$ cat src/inc/seeh_cfg.svh
/*
 Constants for the serial word EEPROM host controller.
 Assumes a 20 MHz system clock; included by bare name.
*/
`ifndef SEEH_CFG_SVH
`define SEEH_CFG_SVH
// Clock rate
`define SEEH_CLK_HZ        20000000
// Link timing, microseconds / milliseconds as printed
`define SEEH_CLK_HI_US     5
`define SEEH_CLK_LO_US     5
`define SEEH_SETUP_US      2
`define SEEH_ERASE_MS      100
`define SEEH_WRITE_MS      10
`define SEEH_SEL_LEAD_US   1
// Derived cycle counts (least times round up)
`define SEEH_HI_CYC   ((`SEEH_CLK_HI_US*`SEEH_CLK_HZ+999999)/1000000)
`define SEEH_LO_CYC   ((`SEEH_CLK_LO_US*`SEEH_CLK_HZ+999999)/1000000)
`define SEEH_SU_CYC   ((`SEEH_SETUP_US*`SEEH_CLK_HZ+999999)/1000000)
`define SEEH_SEL_CYC  ((`SEEH_SEL_LEAD_US*`SEEH_CLK_HZ+999999)/1000000)
`define SEEH_ERASE_CYC ((`SEEH_ERASE_MS*`SEEH_CLK_HZ+999)/1000)
`define SEEH_WRITE_CYC ((`SEEH_WRITE_MS*`SEEH_CLK_HZ+999)/1000)
// Clock pulses per transfer: address, word
`define SEEH_ADDR_BITS 5'h04
`define SEEH_WORD_BITS 5'h10
// Instruction codes {line3,line2,line1}
`define SEEH_OP_ADDR   3'h1
`define SEEH_OP_DIN    3'h5
`define SEEH_OP_DOUT   3'h6
`define SEEH_OP_ERASE  3'h4
`define SEEH_OP_WRITE  3'h2
`define SEEH_OP_READ   3'h3
`define SEEH_OP_STBY   3'h7
// Software register map (index)
`define SEEH_REG_CTRL  2'h0
`define SEEH_REG_ADDR  2'h1
`define SEEH_REG_DATA  2'h2
`define SEEH_REG_STAT  2'h3
// Control command codes
`define SEEH_CMD_READ  2'h1
`define SEEH_CMD_WRITE 2'h2
`define SEEH_CMD_STBY  2'h3
`endif

$ cat src/inc/seeh_pkg.sv
/*
 Types for the serial word EEPROM host controller.
 Assumes seeh_cfg.svh holds all numeric constants.
*/
package seeh_pkg;
   // Sequencer states, one-hot
   typedef enum logic [8:0] {
      SEEH_IDLE  = 9'h001,
      SEEH_SEL   = 9'h002,
      SEEH_SETUP = 9'h004,
      SEEH_HIGH  = 9'h008,
      SEEH_LOW   = 9'h010,
      SEEH_HOLD  = 9'h020,
      SEEH_NEXT  = 9'h040,
      SEEH_END   = 9'h080,
      SEEH_DONE  = 9'h100
   } seeh_state_e;
   // Pins toward the memory
   typedef struct packed {
      logic [2:0] instr;
      logic       clk;
      logic       sel_b;
      logic       dq_o;
      logic       dq_oe;
   } seeh_pins_s;
endpackage

$ cat src/rtl/seeh_ctrl.sv
/*
 Host controller for a 16 x 16 serial EEPROM: sequences address, read,
 data out, data in, word erase and write over the instruction lines.
 Assumes the memory's I/O pin and the hv control pin are sampled here.
*/
`timescale 1ns/1ps
`include "seeh_cfg.svh"
module seeh_ctrl
   import seeh_pkg::*;
#(
   // Hold lengths in clock cycles; defaults give 100 ms and 10 ms
   parameter int ERASE_CYC = `SEEH_ERASE_CYC,
   parameter int WRITE_CYC = `SEEH_WRITE_CYC
)(
   // Clock, reset, enable
   input  wire logic        i_clk,
   input  wire logic        i_rst_b,
   input  wire logic        i_ce,
   // Software port
   input  wire logic [1:0]  i_addr,
   input  wire logic [15:0] i_wdata,
   input  wire logic        i_wr,
   input  wire logic        i_rd,
   output logic      [15:0] o_rdata,
   // Memory pins
   output logic [2:0]       o_instr_line,
   output logic             o_mem_clk,
   output logic             o_sel_b,
   output logic             o_serial_addr_data_io_o,
   output logic             o_serial_addr_data_io_oe,
   input  wire logic        i_serial_addr_data_io_i,
   input  wire logic        i_hv_switch_control_out,
   output logic             o_whole_array_erase_pin,
   output logic [1:0]       o_factory_test_pins
);
   // -----------------------------------------------------------------
   // Parameter checks
   // -----------------------------------------------------------------
   // The hold counter is 24 bits wide and counts down to one, so a
   // hold of zero cycles or of 2**24 cycles and more cannot be served.
   // Refused at elaboration rather than silently truncated.
   if (ERASE_CYC < 1) begin : g_erase_short
      $error("seeh_ctrl: ERASE_CYC below one cycle");
   end
   if (ERASE_CYC >= (1 << 24)) begin : g_erase_long
      $error("seeh_ctrl: ERASE_CYC too large for hold counter");
   end
   if (WRITE_CYC < 1) begin : g_write_short
      $error("seeh_ctrl: WRITE_CYC below one cycle");
   end
   if (WRITE_CYC >= (1 << 24)) begin : g_write_long
      $error("seeh_ctrl: WRITE_CYC too large for hold counter");
   end
   // Link phases must fit the same counter
   if (`SEEH_HI_CYC < 1 || `SEEH_LO_CYC < 1) begin : g_phase_bad
      $error("seeh_ctrl: clock phase counts below one cycle");
   end
   // -----------------------------------------------------------------
   // State
   // -----------------------------------------------------------------
   // Everything the block remembers sits in one record, so reset and
   // the clock enable act on all of it at once.
   //  st     sequencer phase within one step
   //  step   which instruction the memory is being given now
   //  last   step after which the command is complete
   //  bits   clock pulses still to give in this step
   //  cnt    cycles left in the current phase or hold
   //  sh     bits going out to, or coming back from, the memory
   //  rword  last word read back, shown in the data register
   //  rdata  read data, changed only by a read strobe
   //  busy, done, hv_seen  status bits shown in STAT
   //  s_dq   pin level resynchronised; only s_dq[1] is ever read
   typedef struct packed {
      seeh_state_e st;
      seeh_pins_s  pins;
      logic [2:0]  step;   // 0 addr,1 read,2 dout,3 din,4 erase,5 write,6 stby
      logic [2:0]  last;   // final step of this command
      logic [4:0]  bits;   // clocks left in this step
      logic [23:0] cnt;
      logic [3:0]  waddr;
      logic [15:0] wdata;
      logic [15:0] rword;
      logic [15:0] sh;
      logic        busy;
      logic        done;
      logic        hv_seen;
      logic [15:0] rdata;
      logic [1:0]  s_dq;   // two-stage sync of data pin
      logic [1:0]  s_hv;
   } seeh_reg_s;
   seeh_reg_s r_q, r_d;
   logic [2:0] op_code;
   logic       s_idle;
   // Code for each step of a sequence
   // Decoded from the step alone, so the lines can be set up in the
   // load phase, well ahead of the rise that latches them; an unused
   // step falls back to the harmless standby code.
   always_comb begin
      case (r_q.step)
         3'h0:    op_code = `SEEH_OP_ADDR;
         3'h1:    op_code = `SEEH_OP_READ;
         3'h2:    op_code = `SEEH_OP_DOUT;
         3'h3:    op_code = `SEEH_OP_DIN;
         3'h4:    op_code = `SEEH_OP_ERASE;
         3'h5:    op_code = `SEEH_OP_WRITE;
         default: op_code = `SEEH_OP_STBY;
      endcase
   end
   assign s_idle = (r_q.st == SEEH_IDLE);
   // -----------------------------------------------------------------
   // Next state: software port, sequencer, pin drive
   // -----------------------------------------------------------------
   // Software registers
   //  CTRL  write 1 read, 2 erase then write, 3 standby; reads back
   //        the low sequencer state bits
   //  ADDR  word address, bits 3:0
   //  DATA  write data going out; reads back the last word read
   //  STAT  bit 0 busy, bit 1 done, bit 2 hv control seen on
   // Writes of any register are dropped while a command runs, so a
   // sequence always sees the address and data it started with.
   // Command step order
   //  read     address, read, data out
   //  write    address, data in, word erase, write
   //  standby  one clock with select high and the standby code
   // The erase always lands on the address just shifted in, which is
   // the same word the write then programs.
   always_comb begin
      r_d = r_q;
      // Both memory pins come from outside this clock; two stages
      // before any logic reads them
      r_d.s_dq = {r_q.s_dq[0], i_serial_addr_data_io_i};
      r_d.s_hv = {r_q.s_hv[0], i_hv_switch_control_out};
      if (r_q.s_hv[1])
         r_d.hv_seen = 1'b1;
      // Read port: data stands the cycle after the strobe
      if (i_rd) begin
         case (i_addr)
            `SEEH_REG_ADDR: r_d.rdata = {12'h000, r_q.waddr};
            `SEEH_REG_DATA: r_d.rdata = r_q.rword;
            `SEEH_REG_STAT: r_d.rdata = {13'h0000, r_q.hv_seen,
                                         r_q.done, r_q.busy};
            default:        r_d.rdata = {13'h0000, r_q.st[2:0]};
         endcase
      end
      if (i_wr && s_idle) begin
         case (i_addr)
            `SEEH_REG_ADDR: r_d.waddr = i_wdata[3:0];
            `SEEH_REG_DATA: r_d.wdata = i_wdata;
            `SEEH_REG_CTRL: begin
               if (i_wdata[1:0] != 2'h0) begin
                  r_d.busy = 1'b1;
                  r_d.done = 1'b0;
                  r_d.st   = SEEH_SEL;
                  r_d.cnt  = 24'(`SEEH_SEL_CYC);
                  case (i_wdata[1:0])
                     `SEEH_CMD_READ:  begin
                        r_d.step = 3'h0;
                        r_d.last = 3'h2;
                     end
                     `SEEH_CMD_WRITE: begin
                        r_d.step = 3'h0;
                        r_d.last = 3'h5;
                     end
                     default: begin
                        r_d.step = 3'h6;
                        r_d.last = 3'h6;
                     end
                  endcase
               end
            end
            default: ;
         endcase
      end
      case (r_q.st)
         // Idle: clock parked low and the shared pin released
         SEEH_IDLE: begin
            r_d.pins.clk   = 1'b0;
            r_d.pins.dq_oe = 1'b0;
         end
         // Select lead time before the first clock edge
         // Select drops first; the first rise comes only after the load
         SEEH_SEL: begin
            r_d.pins.sel_b = 1'b0;
            if (r_q.cnt > 24'h000001)
               r_d.cnt = r_q.cnt - 24'h000001;
            else
               r_d.st = SEEH_NEXT;
         end
         // Load code for a step and its bit count
         SEEH_NEXT: begin
            r_d.pins.instr = op_code;
            // Select goes high only for standby; the standby code then
            // reaches the memory with select high
            r_d.pins.sel_b = (r_q.step == 3'h6);
            case (r_q.step)
               // Address takes four pulses, a word sixteen, the rest one
               3'h0: begin
                  r_d.bits = `SEEH_ADDR_BITS;
                  r_d.sh   = {r_q.waddr, 12'h000};
               end
               3'h2: r_d.bits = `SEEH_WORD_BITS;
               3'h3: begin
                  r_d.bits = `SEEH_WORD_BITS;
                  r_d.sh   = r_q.wdata;
               end
               default: r_d.bits = 5'h01;
            endcase
            r_d.pins.dq_oe = (r_q.step == 3'h0) || (r_q.step == 3'h3);
            r_d.pins.dq_o  = (r_q.step == 3'h0) ? r_q.waddr[3]
                                                : r_q.wdata[15];
            r_d.cnt = 24'(`SEEH_SU_CYC);
            r_d.st  = SEEH_SETUP;
         end
         // Code and data settle before the rising edge
         // Sized for the control and data setup ahead of the rise
         SEEH_SETUP: begin
            if (r_q.cnt > 24'h000001)
               r_d.cnt = r_q.cnt - 24'h000001;
            else begin
               r_d.pins.clk = 1'b1;
               r_d.cnt = 24'(`SEEH_HI_CYC);
               r_d.st  = SEEH_HIGH;
            end
         end
         // Clock high phase within 4 to 10 us
         SEEH_HIGH: begin
            if (r_q.cnt > 24'h000001)
               r_d.cnt = r_q.cnt - 24'h000001;
            else begin
               r_d.pins.clk = 1'b0;
               if (r_q.step == 3'h2)
                  r_d.sh = {r_q.sh[14:0], r_q.s_dq[1]};
               else begin
                  // Next bit moves on the fall: a whole low phase of
                  // setup before the rise that samples it, and no
                  // change at the rise itself
                  r_d.sh        = {r_q.sh[14:0], 1'b0};
                  r_d.pins.dq_o = r_q.sh[14];
               end
               r_d.cnt = 24'(`SEEH_LO_CYC);
               r_d.st  = SEEH_LOW;
            end
         end
         // Clock low phase, then the next rise or the end of the step
         SEEH_LOW: begin
            if (r_q.cnt > 24'h000001)
               r_d.cnt = r_q.cnt - 24'h000001;
            else if (r_q.bits > 5'h01) begin
               r_d.bits = r_q.bits - 5'h01;
               r_d.pins.clk = 1'b1;
               r_d.cnt = 24'(`SEEH_HI_CYC);
               r_d.st  = SEEH_HIGH;
            end else if (r_q.step == 3'h4 || r_q.step == 3'h5) begin
               // Code stays latched while the memory programs
               r_d.cnt = (r_q.step == 3'h4) ? 24'(ERASE_CYC)
                                            : 24'(WRITE_CYC);
               r_d.st  = SEEH_HOLD;
            end else
               r_d.st = SEEH_END;
         end
         // Long hold for erase or write with clock parked low
         // No clock edge may reach the memory until the hold is over
         SEEH_HOLD: begin
            if (r_q.cnt > 24'h000001)
               r_d.cnt = r_q.cnt - 24'h000001;
            else
               r_d.st = SEEH_END;
         end
         // Advance: skip read steps on a write, erase before write
         SEEH_END: begin
            // Release the shared pin between steps
            r_d.pins.dq_oe = 1'b0;
            // The word shows only once all sixteen bits are in
            if (r_q.step == 3'h2)
               r_d.rword = r_q.sh;
            if (r_q.step == r_q.last)
               r_d.st = SEEH_DONE;
            else begin
               r_d.step = (r_q.last == 3'h5 && r_q.step == 3'h0) ? 3'h3
                          : r_q.step + 3'h1;
               r_d.st = SEEH_NEXT;
            end
         end
         // Leave the memory deselected with standby code
         SEEH_DONE: begin
            r_d.pins.instr = `SEEH_OP_STBY;
            r_d.pins.sel_b = 1'b1;
            r_d.busy = 1'b0;
            r_d.done = 1'b1;
            r_d.st   = SEEH_IDLE;
         end
         default: r_d.st = SEEH_IDLE;
      endcase
   end
   // -----------------------------------------------------------------
   // Registers
   // -----------------------------------------------------------------
   // Reset parks the memory deselected with the standby code and the
   // link clock low; a low clock enable holds every bit, pins included,
   // so the memory simply sees a longer clock phase.
   // Limitation: holding the enable low in the clock high phase can
   // stretch that phase past its upper bound.
   always_ff @(posedge i_clk) begin
      if (!i_rst_b) begin
         r_q <= '{st: SEEH_IDLE,
                  pins: '{instr: `SEEH_OP_STBY, clk: 1'b0, sel_b: 1'b1,
                          dq_o: 1'b0, dq_oe: 1'b0},
                  default: '0};
      end else if (i_ce) begin
         r_q <= r_d;
      end
   end
   // Pins come straight from flip-flops
   assign o_rdata                  = r_q.rdata;
   assign o_instr_line             = r_q.pins.instr;
   assign o_mem_clk                = r_q.pins.clk;
   assign o_sel_b                  = r_q.pins.sel_b;
   assign o_serial_addr_data_io_o  = r_q.pins.dq_o;
   assign o_serial_addr_data_io_oe = r_q.pins.dq_oe;
   // Erase-all and factory test inputs stay tied low in normal use
   assign o_whole_array_erase_pin  = 1'b0;
   assign o_factory_test_pins      = 2'h0;
endmodule

$ cat config.mk
export PLATFORM = sky130hd
export DESIGN_NAME = seeh_ctrl
export DESIGN_NICKNAME = d
export VERILOG_FILES = /design/src/inc/seeh_pkg.sv /design/src/rtl/seeh_ctrl.sv
export VERILOG_INCLUDE_DIRS = /design/src /design/src/inc
export SDC_FILE = /design/constraint.sdc
export NUM_CORES = 1
export LEC_CHECK = 0
export BUFFER_PORTS_ARGS = -buffer_cell sky130_fd_sc_hd__buf_2
export CORE_ASPECT_RATIO = 2
export CORE_MARGIN = 1.5
export CORE_UTILIZATION = 30
export DETAILED_ROUTE_END_ITERATION = 7
export GPL_ROUTABILITY_DRIVEN = 0
export GPL_TIMING_DRIVEN = 0
export PLACE_DENSITY = 0.5
export SETUP_SLACK_MARGIN = 0.3
export SLEW_MARGIN = 30
export SYNTH_ARGS = -nofsm -noshare
export SYNTH_HDL_FRONTEND = slang
export SYNTH_SLANG_ARGS = --single-unit
$ cat constraint.sdc
create_clock -name i_clk -period 3.26 [get_ports i_clk]
set_input_delay 0 -clock i_clk [delete_from_list [all_inputs] [get_ports i_clk]]
set_output_delay 0 -clock i_clk [all_outputs]
set_load 0.01 [all_outputs]
# Word-level counts from Yosys, hierarchy flattened
# Index checks and enable logic that the tools add are counted.
# classes
n_reduce_logical	34
order_cmp	2
eq_ne	28
n_addsub	3
mux	57
# op_table
operator	n
$mux 24	7
$pmux 24 s4	1
$mux 9	10
$pmux 9 s8	1
$pmux 16 s2	2
$pmux 16 s3	1
$mux 44	1
$mux 16	2
$gt 24x1->1 const B	1
$sub 24x1->24 const B	1
$mux 21	1
$pmux 5 s2	2
$reduce_and 4->1	5
$mux 6	3
$pmux 3 s6	1
$reduce_bool 2->1	8
$eq 3x3->1 const B	4
$pmux 6 s2	1
$mux 5	2
$ne 2x2->1 const B	5
$reduce_and 2->1	5
$eq 9x1->1 const B	1
$eq 9x2->1 const B	1
$eq 9x3->1 const B	1
33 further kinds	57
# word_totals
register_bits	126
out_inout_bits	26
word_cells	144
inputBits	25

# Depth between registers and ports, before layout
# logic_depth
ltp_word	8
ltp_mapped	11
depth_no_buf	8

# Least setup slack after synthesis
# Ideal clock, no wire load.
# synth_path
path_type	register -> register
from	register r_q[91] in the netlist's numbering
to	register r_q[79] in the netlist's numbering
arrival_ns	2.281
n_path_buf	1
stages_incl_launch_ff	8
setup_time_ns	0.119
path_slack_ns	0.860
t_required_ns	3.141
synth_period_minus_slack_ns	2.400
path_cell_list	dfxtp_1 or4_4 or2_4 or3_1 buf_2 and3_1 o311a_1 o221a_1
# synth_between
elab_chain_cells	3
elab_cells_between_ends	5
classes_between	1 x order compare; 4 x mux
# synth_rtl
element	line	text
start, declared	seeh_ctrl.sv:91	seeh_reg_s r_q, r_d;
start signal, assigned	seeh_ctrl.sv:305	r_q <= '{st: SEEH_IDLE,
start signal, assigned	seeh_ctrl.sv:310	r_q <= r_d;
$gt 24x1->1 (*)	-	
$mux 24, on equally long branches	-	
$pmux 24 s4 (*)	seeh_ctrl.sv:174	case (r_q.st)
# Mark *: on every way between the ends. The rest lies on a longest branch, timed or not.
# A chain may end at the register's enable or synchronous reset.

# Worst setup path after layout
# layout_path
from	register r_q[123] in the netlist's numbering
to	register r_q[77] in the netlist's numbering
# layout_between
elab_chain_cells	7
elab_cells_between_ends	16
classes_between	7 x eq/ne; 6 x mux; 3 x reduce/logical
# layout_rtl
element	line	text
$eq 9x1->1	seeh_ctrl.sv:109	assign s_idle = (r_q.st == SEEH_IDLE);
$logic_and 1x1->1	seeh_ctrl.sv:145	if (i_wr && s_idle) begin
$mux 44	seeh_ctrl.sv:145	
$mux 24	seeh_ctrl.sv:253	end else if (r_q.step == 3'h4 || r_q.step == 3'h5) begin
$mux 24	seeh_ctrl.sv:248	else if (r_q.bits > 5'h01) begin
$mux 24	seeh_ctrl.sv:246	if (r_q.cnt > 24'h000001)
$pmux 24 s4 (*)	seeh_ctrl.sv:174	
# Marked as above.

==> metrics.md <==
| Metric | Value |
|---|---|
| Lkg Pwr | 3.24 nW |
| Total wire length | 27500 µm |
| Worst Hold Path Cells | 4 |
| Overflow left after global routing | 0 |
| Required @ worst endpoint | 3.58 ns |
| Starting Density | 0.305 |
| Outcome | finished, final reports clean |
| Number of synthesized flops with an enable pin | 0 |
| Post-DRT Antenna Nets | 0 |
| Layout cells sized above 1 | 0.168 |
| Clock tree from TritonCTS | done |
| Post-synth ARST share | 0 |
| Core Region | 22100 µm² |
| Fin Clk Skew | 0.0106 ns |
| Levels on crit path | 8 |
| Die Ht | 215 µm |
| WP buf/inv | 2 |
| DIE AREA | 23400 µm² |
| Worst Setup Start Kind | flop |
| Setup CP Type | flop to flop |
| Hold_ws | 0.156 ns |
| Synth Warn # | 0 |
| Row count | 77 |
| Final Cell Area | 8240 µm² |
| Area of the multi-input gates | 3840 µm² |
| Number of global-route vias before repair | 6980 |
| Clk_lat worst skew | 0.43 ns |
| Initial antenna violation count | 0 |
| Final worst setup slack | 0.375 ns |
| Period utilisation layout | 0.885 |
| RSZ-0062 raised after global routing | yes |
| CP endpoint kind | flop |
| Synth unique cells | 73 |
| Longest Clk Path Bufs | 2 |
| Final Slew Violations | 0 |
| Fmax | 347 MHz |
| Largest net degree at the start of global routing | 17 |
| H-tree levels | 4 |
| Min cycle time layout | 2.89 ns |
| Global Route Usage Sum | 0.240 |
| Register area | 2520 µm² |
| Final #Nets | 975 |
| Placed inst area | 7330 µm² |
| Antenna Cells | 0 |
| Routed vias/inst | 5.69 |
| Drt drc | 0 |
| CP delay by family, top | simple AND/OR/NAND/NOR gates |
| Main synth FF type | dfxtp_1 |
| Final setup violation count | 0 |
| Post-DP HPWL | 21100 µm |
| Per-cell routed wire length | 22.4 µm |
| Yosys reg bits | 126 |
| Worst Hold Class | input pin to flop |
| I/O Pins | 51 |
| Power, Total | 3.95 mW |
| Power per cell area | 479 nW/µm² |
| Synthesized area per cell | 8.00 µm² |
| Worst-path maximum fanout | 9 |
| IO Port Bufs | 47 |
| Peak VDD IR | 320 µV |
| Slew Limit Headroom | 0.363 |
| Critical path's largest stage delay | 0.55 ns |
| Initial drt markers | 447 |
| # fillers | 2329 |
| Cells after Synth | 842 |
| Synth Cell Area | 6740 µm² |
| Most frequent cells in the layout | dfxtp_1 (126), nor2_1 (99), nand2_1 (87), a21oi_1 (66), buf_2 (59) |
| Clock root cell | clkbuf_16 |
| Hold Vio Cnt, Final | 0 |
| # clock sinks | 126 |
| Die X | 109 µm |
| Post-synthesis sequential area ratio | 0.374 |
| Pre-antenna DRT Iters | 6 |
| First-pass GRT wire length | 40600 µm |
| Via count | 6970 |
| Slew @ Worst Pin | 0.942 ns |
| Reg2reg path depth | 8 |
| Critical path's slowest cell | o21ai_1 |
| Num CTS Buffers | 17 |
| WP data arrival | 3.20 ns |
| Commonest non-fill, non-tap cell in the layout | dfxtp_1 |
| Cell Chain, Critical Path | nor4_2 > and4b_1 > buf_2 > or4_1 > buf_2 > o21ai_1 > nor3_1 > nor3_1 |
| Setup WS pre-CTS | 0.115 ns |
| Reg clk slew, reported paths | 0.06 ns |
| Max capacitance violation total | 0 |
| Fin Setup TNS | 0 ns |
| Synthesis-to-finish area growth | 22.3% |
==> power breakdown <==
part           switching (mW)  internal [mW]  total (mW)
clock                   0.741           1.11        1.85
sequential             0.0216           1.56        1.58
combinational           0.343          0.172       0.515
==> path summary, 6_finish.rpt <==
path | from | end | slack, ns
min reg2reg | r_q[40] | r_q[40] | 0.46
min | i_addr[1] | o_rdata[3] | 0.16
max reg2reg | r_q[123] | r_q[77] | 0.37
max | r_q[123] | r_q[77] | 0.37
==> Yosys cell counts, types with 5 or more instances <==
master    instances  area share
a211oi_1         16       0.018
a21oi_1          66       0.049
a221oi_1          5      0.0065
a22oi_1          16       0.018
a311oi_1          5      0.0065
a31oi_1          11       0.010
and3_1           17       0.016
and4b_1           5      0.0074
buf_1             5      0.0028
buf_2            12      0.0089
buf_4            25       0.028
clkbuf_1         38       0.021
dfxtp_1         126        0.37
ha_1             13       0.024
inv_1            15      0.0084
mux2i_1          30       0.045
nand2_1          87       0.048
nand3_1          29       0.022
nand4_1           9      0.0084
nor2_1          100       0.056
nor2b_1           7      0.0065
nor3_1           32       0.024
nor4_1           13       0.012
o211ai_1          8      0.0089
o21a_1            5      0.0056
o21ai_0          37       0.027
o21ai_1           7      0.0052
o22ai_1           9      0.0084
o31ai_1           7      0.0078
or4_1             5      0.0056
xor2_1            8       0.010
==> registers in the layout, indices dropped and copies added, names as in the netlist <==
signal and flops:
o_mem_clk 1, o_serial_addr_data_io_o 1, o_sel_b 1, r_q 101, o_rdata 16, o_serial_addr_data_io_oe 1
r_d 2, o_instr_line 3
==> per-stage QoR <==
step           cells   util
2_1_floorplan    844      -
3_3_place_gp    1167  0.332
3_5_place_dp    1167  0.332
4_1_cts         1219  0.368
5_1_grt         1226  0.374
6_report        1226  0.374
==> cell type report <==
cell class | instances | share of cell area
Buffer | 82 | 0.0513
Sequential cell | 126 | 0.306
Timing Repair Buffer | 74 | 0.0592
Multi-Input combinational cell | 620 | 0.466
Clock buffer | 23 | 0.0580
Inverter | 16 | 0.00729
Clock inverter | 9 | 0.0105
Tap cell | 276 | 0.0419
==> cell families after synthesis <==
family,share of synthesized area
mux,0.0563
flops,0.374
other cells,0.000557
compound gates,0.211
xor+xnor,0.0104
fa+ha+maj,0.0241
simple gates,0.252
buf+inv,0.0711
==> per-layer routing <==
layer  track usage  vias to the layer above  wire length [µm]
met1         0.203                     3346              8460
met4         0.220                        0              2540
met5             0                        -                 0
met2         0.448                      266             15300
li1              -                     3240                 -
met3        0.0434                      118              1220
==> worst register-to-register path: cells and delay by family, from the launching register on <==
kind | cells | cell delay (ns)
buffers and inverters | 2 | 0.39
AO/OA/AOI/OAI | 1 | 0.55
AND/OR/NAND/NOR | 5 | 1.31
flip-flops | 1 | 0.54
==> timing repair <==
| action | in CTS | in global routing |
|---|---|---|
| setup endpoints to repair | 11 | 49 |
| pin swaps | 0 | 2 |
| hold endpoints to repair | 27 | 0 |
| setup buffers | 0 | 7 |
| hold buffers | 20 | 0 |
| resized for setup | 6 | 15 |
(Power assumes the default switching activity.)
